### src/e1rxs_map.svh
// Register indices, field positions, reset values and timing counts for
// the receive alarm, status and counter-update block.
// Assumes a 100 MHz pclk and an E1 or T1 receive line clock on rx_clk.
`ifndef E1RXS_MAP_SVH
`define E1RXS_MAP_SVH

// Register indices; byte address is four times the index
`define E1RXS_IDX_RTS7 10'h062
`define E1RXS_IDX_ERROR_COUNTER_CONFIG 10'h086
`define E1RXS_IDX_RX_LATCHED_ALARM_STATUS_C 10'h092
`define E1RXS_IDX_RX_LATCHED_EVENT_STATUS_D 10'h093
`define E1RXS_IDX_RX_IRQ_MASK_C 10'h0a2
`define E1RXS_IDX_RX_IRQ_MASK_D 10'h0a3
`define E1RXS_IDX_SCE1 10'h0c0
`define E1RXS_IDX_CTRL 10'h0c1

// Reset values
`define E1RXS_RST_REG 8'h00

// Writable or settable bits of each register
`define E1RXS_MASK_C 8'hbb
`define E1RXS_MASK_D 8'h0f
`define E1RXS_MASK_ERROR_COUNTER_CONFIG 8'hf9
`define E1RXS_MASK_CTRL 8'h07

// Error counter configuration fields
`define E1RXS_EC_SHSEC 7
`define E1RXS_EC_MANUAL_SOURCE_SELECT 6
`define E1RXS_EC_MANUAL_COUNTER_UPDATE 5
`define E1RXS_EC_UPDATE_INTERVAL_SELECT 4
`define E1RXS_EC_ACCUMULATION_MODE_SELECT 3
`define E1RXS_EC_LCV 0

// Control register fields
`define E1RXS_CT_CRCEN 0
`define E1RXS_CT_T1 1
`define E1RXS_CT_CASEN 2

// Positions in the synchronised input vector
`define E1RXS_IN_RXCLK 0
`define E1RXS_IN_LINK 1
`define E1RXS_IN_BIT6 2
`define E1RXS_IN_CRCSA 3
`define E1RXS_IN_SIGNALING_MF_SEARCH_ACTIVE 4
`define E1RXS_IN_FRAME_ALIGN_SEARCH_ACTIVE 5
`define E1RXS_IN_CRCEXP 6
`define E1RXS_IN_CASMF 7
`define E1RXS_IN_SHSEC 8
`define E1RXS_IN_GLOBAL_COUNTER_LATCH 9
`define E1RXS_IN_SIG 10
`define E1RXS_IN_W 18

// Timing
`define E1RXS_PCLK_NS 10
`define E1RXS_CHAN_TIME_NS 3906
`define E1RXS_LOST_CYC (`E1RXS_CHAN_TIME_NS / `E1RXS_PCLK_NS)
`define E1RXS_E1_BIT_HZ 2048000
`define E1RXS_T1_BIT_HZ 1544000
`define E1RXS_E1_FRAME_BITS 256
`define E1RXS_T1_FRAME_BITS 193
`define E1RXS_E1_SHORT_FRAMES 500
`define E1RXS_T1_SHORT_FRAMES 336
`define E1RXS_MF_TIME_US 2000
`define E1RXS_MF_E1_BITS ((`E1RXS_E1_BIT_HZ / 1000) * `E1RXS_MF_TIME_US / 1000)
`define E1RXS_MF_T1_BITS ((`E1RXS_T1_BIT_HZ / 1000) * `E1RXS_MF_TIME_US / 1000)

`endif

### src/e1rxs_pkg.sv
// Types for the receive alarm, status and counter-update block.
// Assumes e1rxs_map.svh supplies the widths of the input vector.
`include "e1rxs_map.svh"

package e1rxs_pkg;

  typedef logic [`E1RXS_IN_W-1:0] e1rxs_in_type;

  // Whole state of the block, registered in one process
  typedef struct packed {
    e1rxs_in_type s1;
    e1rxs_in_type s2;
    e1rxs_in_type s3;
    logic [8:0] lost_cnt;
    logic clock_lost;
    logic [1:0] dma_cnt;
    logic dma;
    logic [5:0] crc_cnt;
    logic [20:0] sec_cnt;
    logic [20:0] tmr_cnt;
    logic [12:0] mf_cnt;
    logic [7:0] rx_latched_alarm_status_c;
    logic [7:0] rx_latched_event_status_d;
    logic [7:0] rx_irq_mask_c;
    logic [7:0] rx_irq_mask_d;
    logic [7:0] error_counter_config;
    logic [7:0] sce1;
    logic [7:0] ctrl;
    logic counter_latch;
    logic irq;
    logic pready;
    logic pslverr;
    logic [31:0] prdata;
  } e1rxs_state_type;

endpackage : e1rxs_pkg

### src/e1rxs_status.sv
// Receive alarm latches, sync status, timing events and error-counter
// update control for one framer, with an APB register slave.
// Assumes all line-side inputs are asynchronous to pclk; toggles mark events.
//
// The APB slave port was chosen for this implementation.
`timescale 1ns/1ps
`include "e1rxs_map.svh"

// Functional notes
// - Alarm latches hold and can interrupt
// - Clock-lost falling edge sets bit 7
// - Clock-lost rising edge sets bit 3
// - Link id rise bit 1, fall bit 5
// - Distant alarm after two multiframes; edges latch
// - Mask bit 1 passes, 0 blocks
// - Sync counter counts search timeouts
// - Sync counter clears on sync or disable
// - Six-bit rolling counter, bit 1 hidden
// - Three search-active real-time bits
// - Enabled channel signaling change sets bit 3
// - One-second event from line clock
// - Timer event at update interval
// - Multiframe event every 2 ms, or at each boundary with signaling on
// - Shared second select in timed mode
// - Manual source: local or global latch
// - Manual bit rise latches counters in the same cycle
// - Interval one second or short interval
// - Accumulation mode timed or manual
// - Excess zeros counted when bit 0 set
module e1rxs_status #(
  parameter logic [20:0] SEC_E1_BITS = 21'(`E1RXS_E1_BIT_HZ),
  parameter logic [20:0] SEC_T1_BITS = 21'(`E1RXS_T1_BIT_HZ),
  parameter logic [20:0] SHORT_E1_BITS = 21'(`E1RXS_E1_SHORT_FRAMES * `E1RXS_E1_FRAME_BITS),
  parameter logic [20:0] SHORT_T1_BITS = 21'(`E1RXS_T1_SHORT_FRAMES * `E1RXS_T1_FRAME_BITS)
) (
  input wire logic pclk,
  input wire logic presetn,
  input wire logic psel,
  input wire logic penable,
  input wire logic pwrite,
  input wire logic [11:0] paddr,
  input wire logic [31:0] pwdata,
  output logic [31:0] prdata,
  output logic pready,
  output logic pslverr,
  input wire logic rx_clk,
  input wire logic link_id_seen,
  input wire logic ts16_f0_bit6,
  input wire logic crc_mf_search_active,
  input wire logic signaling_mf_search_active,
  input wire logic frame_align_search_active,
  input wire logic crc_search_expired_tgl,
  input wire logic cas_mf_boundary_tgl,
  input wire logic shared_second_tgl,
  input wire logic global_counter_latch,
  input wire logic [7:0] sig_change_tgl,
  output logic counter_latch,
  output logic count_excess_zeros,
  output logic irq
);
  import e1rxs_pkg::*;

  localparam logic [8:0] LOST_CYC = 9'(`E1RXS_LOST_CYC);
  localparam logic [20:0] MF_E1 = 21'(`E1RXS_MF_E1_BITS);
  localparam logic [20:0] MF_T1 = 21'(`E1RXS_MF_T1_BITS);

  e1rxs_state_type q;
  e1rxs_state_type d;
  e1rxs_in_type raw;
  e1rxs_in_type rise;
  e1rxs_in_type fall;
  e1rxs_in_type tog;

  // Wrapping counter step: returns zero at the last count of a period
  function automatic logic [20:0] wrap_inc(input logic [20:0] c, input logic [20:0] len);
    wrap_inc = (c >= len - 21'h000001) ? 21'h000000 : c + 21'h000001;
  endfunction : wrap_inc

  // Last count of a period reached
  function automatic logic at_end(input logic [20:0] c, input logic [20:0] len);
    at_end = (c >= len - 21'h000001);
  endfunction : at_end

  // Latched status: set wins over a write-one clear
  function automatic logic [7:0] w1c(input logic [7:0] cur, input logic [7:0] set,
                                     input logic [7:0] clr, input logic [7:0] keep);
    w1c = ((cur & ~clr) | set) & keep;
  endfunction : w1c

  // Line-side inputs collected into one vector
  assign raw = {sig_change_tgl, global_counter_latch, shared_second_tgl, cas_mf_boundary_tgl,
                crc_search_expired_tgl, frame_align_search_active,
                signaling_mf_search_active, crc_mf_search_active, ts16_f0_bit6,
                link_id_seen, rx_clk};

  // Edges seen only past the second synchroniser stage
  assign rise = q.s2 & ~q.s3;
  assign fall = ~q.s2 & q.s3;
  assign tog = q.s2 ^ q.s3;

  // Outputs straight from state flops
  assign prdata = q.prdata;
  assign pready = q.pready;
  assign pslverr = q.pslverr;
  assign counter_latch = q.counter_latch;
  assign count_excess_zeros = q.error_counter_config[`E1RXS_EC_LCV];
  assign irq = q.irq;

  // Next-state logic for the whole block
  always_comb begin
    logic rx_edge;
    logic t1;
    logic wr;
    logic [9:0] idx;
    logic [7:0] set_c;
    logic [7:0] set_d;
    logic [7:0] clr_c;
    logic [7:0] clr_d;
    logic [7:0] rd;
    logic hit;
    logic sec_tick;
    logic tmr_tick;
    logic mf_evt;
    logic sig_chg;
    logic manual_counter_update_rise;
    logic [20:0] short_len;
    logic [20:0] sec_len;
    d = q;
    rx_edge = rise[`E1RXS_IN_RXCLK];
    t1 = q.ctrl[`E1RXS_CT_T1];
    wr = psel & penable & q.pready & pwrite;
    idx = paddr[11:2];
    clr_c = 8'h00;
    clr_d = 8'h00;
    rd = 8'h00;
    hit = 1'b1;
    tmr_tick = 1'b0;
    mf_evt = 1'b0;
    d.s1 = raw;
    d.s2 = q.s1;
    d.s3 = q.s2;

    if (tog[`E1RXS_IN_RXCLK]) begin
      d.lost_cnt = 9'h000;
    end else if (q.lost_cnt != LOST_CYC) begin
      d.lost_cnt = q.lost_cnt + 9'h001;
    end
    d.clock_lost = (d.lost_cnt == LOST_CYC);

    // two consecutive multiframes with bit 6 set
    if (tog[`E1RXS_IN_CASMF]) begin
      if (q.s2[`E1RXS_IN_BIT6]) begin
        d.dma_cnt = (q.dma_cnt == 2'h2) ? 2'h2 : q.dma_cnt + 2'h1;
      end else begin
        d.dma_cnt = 2'h0;
      end
    end
    d.dma = (d.dma_cnt == 2'h2);

    // clear on sync or mode disable
    if (!q.ctrl[`E1RXS_CT_CRCEN] || fall[`E1RXS_IN_CRCSA]) begin
      d.crc_cnt = 6'h00;
    end else if (tog[`E1RXS_IN_CRCEXP]) begin
      d.crc_cnt = q.crc_cnt + 6'h01;
    end

    // one second counted in line bits
    sec_len = t1 ? SEC_T1_BITS : SEC_E1_BITS;
    sec_tick = rx_edge & at_end(q.sec_cnt, sec_len);
    if (rx_edge) begin
      d.sec_cnt = wrap_inc(q.sec_cnt, sec_len);
    end

    short_len = t1 ? SHORT_T1_BITS : SHORT_E1_BITS;
    if (q.error_counter_config[`E1RXS_EC_UPDATE_INTERVAL_SELECT]) begin
      tmr_tick = rx_edge & at_end(q.tmr_cnt, short_len);
      if (rx_edge) begin
        d.tmr_cnt = wrap_inc(q.tmr_cnt, short_len);
      end
    end else begin
      tmr_tick = sec_tick;
      d.tmr_cnt = 21'h000000;
    end

    // free 2 ms count, replaced by boundaries with signaling on
    if (rx_edge) begin
      d.mf_cnt = 13'(wrap_inc(21'(q.mf_cnt), t1 ? MF_T1 : MF_E1));
    end
    if (q.ctrl[`E1RXS_CT_CASEN]) begin
      mf_evt = tog[`E1RXS_IN_CASMF];
    end else begin
      mf_evt = rx_edge & at_end(21'(q.mf_cnt), t1 ? MF_T1 : MF_E1);
    end

    // only enabled channels raise the event
    sig_chg = |(tog[`E1RXS_IN_SIG +: 8] & q.sce1);

    set_c = {~d.clock_lost & q.clock_lost, 1'b0, fall[`E1RXS_IN_LINK], ~d.dma & q.dma,
             d.clock_lost & ~q.clock_lost, 1'b0, rise[`E1RXS_IN_LINK], d.dma & ~q.dma};
    set_d = {4'h0, sig_chg, sec_tick, tmr_tick, mf_evt};

    // Register read mux and unmapped decode
    unique case (idx)
      `E1RXS_IDX_RTS7: rd = {q.crc_cnt[5:2], q.crc_cnt[0], q.s2[`E1RXS_IN_CRCSA],
                            q.s2[`E1RXS_IN_SIGNALING_MF_SEARCH_ACTIVE], q.s2[`E1RXS_IN_FRAME_ALIGN_SEARCH_ACTIVE]};
      `E1RXS_IDX_ERROR_COUNTER_CONFIG: rd = q.error_counter_config;
      `E1RXS_IDX_RX_LATCHED_ALARM_STATUS_C: rd = q.rx_latched_alarm_status_c;
      `E1RXS_IDX_RX_LATCHED_EVENT_STATUS_D: rd = q.rx_latched_event_status_d;
      `E1RXS_IDX_RX_IRQ_MASK_C: rd = q.rx_irq_mask_c;
      `E1RXS_IDX_RX_IRQ_MASK_D: rd = q.rx_irq_mask_d;
      `E1RXS_IDX_SCE1: rd = q.sce1;
      `E1RXS_IDX_CTRL: rd = q.ctrl;
      default: hit = 1'b0;
    endcase

    // Writes land only at the completing edge
    if (wr) begin
      unique case (idx)
        `E1RXS_IDX_ERROR_COUNTER_CONFIG: d.error_counter_config = pwdata[7:0] & `E1RXS_MASK_ERROR_COUNTER_CONFIG;
        `E1RXS_IDX_RX_LATCHED_ALARM_STATUS_C: clr_c = pwdata[7:0];
        `E1RXS_IDX_RX_LATCHED_EVENT_STATUS_D: clr_d = pwdata[7:0];
        `E1RXS_IDX_RX_IRQ_MASK_C: d.rx_irq_mask_c = pwdata[7:0] & `E1RXS_MASK_C;
        `E1RXS_IDX_RX_IRQ_MASK_D: d.rx_irq_mask_d = pwdata[7:0] & `E1RXS_MASK_D;
        `E1RXS_IDX_SCE1: d.sce1 = pwdata[7:0];
        `E1RXS_IDX_CTRL: d.ctrl = pwdata[7:0] & `E1RXS_MASK_CTRL;
        default: d.ctrl = q.ctrl;
      endcase
    end

    d.rx_latched_alarm_status_c = w1c(q.rx_latched_alarm_status_c, set_c, clr_c, `E1RXS_MASK_C);
    d.rx_latched_event_status_d = w1c(q.rx_latched_event_status_d, set_d, clr_d, `E1RXS_MASK_D);

    d.irq = |(d.rx_latched_alarm_status_c & d.rx_irq_mask_c) | |(d.rx_latched_event_status_d & d.rx_irq_mask_d);

    // local manual bit going from 0 to 1
    manual_counter_update_rise = d.error_counter_config[`E1RXS_EC_MANUAL_COUNTER_UPDATE] & ~q.error_counter_config[`E1RXS_EC_MANUAL_COUNTER_UPDATE];

    if (q.error_counter_config[`E1RXS_EC_ACCUMULATION_MODE_SELECT] | d.error_counter_config[`E1RXS_EC_ACCUMULATION_MODE_SELECT]) begin
      // local bit or shared global latch
      d.counter_latch = d.error_counter_config[`E1RXS_EC_MANUAL_SOURCE_SELECT] ? rise[`E1RXS_IN_GLOBAL_COUNTER_LATCH] : manual_counter_update_rise;
    end else begin
      d.counter_latch = q.error_counter_config[`E1RXS_EC_SHSEC] ? tog[`E1RXS_IN_SHSEC] : tmr_tick;
    end

    // APB: one wait state, data ready with pready
    if (psel & penable & ~q.pready) begin
      d.pready = 1'b1;
      d.pslverr = ~hit;
      d.prdata = {24'h000000, rd};
    end else begin
      d.pready = 1'b0;
      d.pslverr = 1'b0;
    end
  end

  // One register for all state
  always_ff @(posedge pclk or negedge presetn) begin
    if (!presetn) begin
      q <= '0;
    end else begin
      q <= d;
    end
  end
endmodule : e1rxs_status

### config.mk
export PLATFORM = sky130hd
export DESIGN_NAME = e1rxs_status
export DESIGN_NICKNAME = d
export VERILOG_FILES = /design/src/e1rxs_pkg.sv /design/src/e1rxs_status.sv
export VERILOG_INCLUDE_DIRS = /design/src /design/src/src
export SDC_FILE = /design/constraint.sdc
export NUM_CORES = 1
export LEC_CHECK = 0
export ABC_AREA = 1
export BUFFER_PORTS_ARGS = -buffer_cell sky130_fd_sc_hd__buf_2
export CORE_ASPECT_RATIO = 1.25
export CORE_UTILIZATION = 55
export DETAILED_ROUTE_END_ITERATION = 12
export PLACE_DENSITY = 0.76
export SYNTH_ARGS = -nofsm -noshare
export SYNTH_HDL_FRONTEND = slang
export SYNTH_SLANG_ARGS = --single-unit
### constraint.sdc
create_clock -name pclk -period 3.2 [get_ports pclk]
set_clock_uncertainty 0.2 [all_clocks]
set_input_delay 0.48 -clock pclk [delete_from_list [all_inputs] [get_ports pclk]]
set_output_delay 0.48 -clock pclk [all_outputs]
set_load 0.02 [all_outputs]
==> results.cfg <==
[outcome]
status = finished clean

[sta]
finalSetupViolations = 0
fmax_mhz = 358
report.final.slew_viol_count = 0
hold_violations = 0
period_share = 0.873
layout_min_cycle_time_ps = 2790
worst_pin_slew_ps = 555
tns_ps = 0
relSlewSlack = 0.630
rsz0062_at_grt = no

[finish]
antenna_cells = 0
drive_gt1_frac = 0.144
seq_area_sq_mm = 0.00435
instances_no_fill = 1343
area_growth_pct = 14.0
final_nets = 1212
final_common_cell = nand2_1
most-common-layout-cells = 262 x nand2_1, 174 x dfrtp_1, 112 x inv_1
multi_input_area_sq_mm = 0.00378
nFillCells = 1304

[route]
drtIter0Drc = 358
wl_um = 18800
drc_errors = 0
wire_per_inst_um = 14.0
num_vias = 6954
first_pass_iters = 6
drt-vias-per-instance = 5.18
drtAntennaViolNets = 0

[die]
ios = 104
initial_core_util = 0.565
coreArea_sq_mm = 0.0156
die_w_um = 115
die-area_sq_mm = 0.0166
die_y_um = 144
fp-row-count = 51

[global_route]
grt_pass1_wl_um = 31100
grt_usage = 0.246
antenna_found_initial = 0
overflow = 0
grt_max_degree = 57
grt_pass1_vias = 6732

[yosys]
yosys_warnings = 0
synth_cell_type_count = 52
synthCells = 1038
synth_edf_count = 0
synth_seq_cells = 174
avgSynthCellArea_sq_um = 8.51
syn_area_sq_mm = 0.00883
yosysSeqAreaShare = 0.493
synth_top_flop_cell = dfrtp_1
async_reset_ff_frac = 1.00

[clock_network]
clk_path_buf_depth = 2
cts_tree = yes
ctsRootBufferMaster = clkbuf_16
clk_latency_ps = 430
clkTransAtPathRegs_ps = 70
postCtsSetupRepairBufs = 0
numClockSinks = 174
htreeDepth = 4
cts_made_buffers = 17

[critical_path]
cp_slowest_stage_delay_ps = 600
crit_slowest_cell = dfrtp_1
crit_family = simple AND/OR/NAND/NOR gates
cp-start-kind = flip-flop
endpoint_kind = flip-flop
path_buf_inv = 2
crit_chain = inv_1 > ha_1 > nand2_1 > o21ai_0 > a21boi_0 > nand4_1 > nand2_2 > inv_1 > nor3_1
worst_ep_required_time_ps = 3340
critical_path_arrival_ps = 2930
crit_fanout = 12
critPathKind = flip-flop to flip-flop
path_common_cell = inv_1

[placement]
dp_cells = 1292
port_buffers = 53
dp_hpwl_um = 13800
globalplace.congestion = 0.929

[run]
drv_cap = 0

[min_path]
hp-class = primary input to flip-flop

[power_and_ir_drop]
p_leak_nw = 4.90
power.density_mw_per_mm2 = 499
peakVddDrop_v = 0.000407
==> layout make-up <==
class	instances	share of cell area
multi-input cells	714	0.375
repair buffers	80	0.0543
flip-flops and latches	174	0.433
clock inverters	15	0.0199
clock buffers	17	0.0423
inverters	131	0.0491
well taps	212	0.0264
==> metal layers <==
layer,vias to the layer above,routed length (um),global-route usage
met2,163,9450,0.425
met5,-,0,0
met1,3275,7840,0.285
li1,3458,-,-
met4,0,911,0.152
met3,58,604,0.0367
==> registers in the layout, indices dropped and copies added, names as in the netlist <==
signal              cells
q                     125
d                      36
prdata                  8
count_excess_zeros      1
counter_latch           1
irq                     1
pready                  1
pslverr                 1
==> synth_stat cells, types with 9 or more instances <==
cell     instances  area (sq um)
a21oi_1         22           110
buf_4           34           255
dfrtp_1        174          4350
ha_1            27           338
inv_1          112           420
inv_2           17          63.8
nand2_1        262           983
nand3_1         57           285
nand4_1         22           138
nor2_1          91           342
nor2_2           9          56.3
nor2_4           9           101
nor3_1          27           135
o21ai_0         50           250
o21ai_1         11          55.1
xor2_1          22           193
==> worst register-to-register path, stage by stage, from the launching register on <==
cell and delay [ps]:
dfrtp_1 600, inv_1 220, ha_1 360, nand2_1 90, o21ai_0 80, a21boi_0 170
nand4_1 180, nand2_2 260, inv_1 270, nor3_1 270
==> repair_timing <==
action | 4_1_cts | 5_1_grt
endpoints found under the hold margin | 71 | 0
resized for setup | 0 | 1
endpoints found under the setup margin | 0 | 3
hold buffers | 19 | 0
==> report_power, final <==
group          internal [mW]  leakage, nW  total [mW]  switching (mW)
logic                  0.157         2.41       0.444           0.287
clock network           1.20        0.303        2.15           0.952
registers               2.32         2.19        2.42           0.102
==> path summary, 6_finish.rpt <==
kind,cells past startpoint,slack [ps],endpoint,startpoint
max in group asynchronous,3,1510,prdata[5],presetn
worst min register to register,0,150,d[175],d[193]
min in group asynchronous,2,360,q[182],presetn
worst min-delay path,3,120,q[69],pwdata[1]
worst max register to register,9,410,q[140],q[37]
worst max-delay path,9,410,q[140],q[37]
==> logic make-up (layout without fill, tap and decap cells) <==
group,Yosys count,count (layout),share of synthesized area
and+or+nand+nor,521,521,0.277
DFF,174,174,0.493
buffers and inverters,173,243,0.0895
AOI/OAI and AO/OA,112,112,0.0713
xor gates and xnor gates,28,28,0.0278
adders and majority gates,27,27,0.0382
muxes,2,2,0.00255
other,1,24,0.000425
==> metrics by stage <==
stage | total power, mW | util | cell area, sq um | hold slack [ps] | setup slack, ps
global route | 5.22 | 0.644 | 10100 | 116 | 79.5
floorplan | 2.74 | - | 8920 | -15.6 | 793
finish | 5.02 | 0.644 | 10100 | 123 | 407
CTS | 5.06 | 0.643 | 10100 | 113 | 318
global placement | 2.86 | 0.591 | 9240 | 132 | 391
detailed placement | 2.89 | 0.591 | 9240 | 136 | 358
Power figures use the tool's default switching activity.
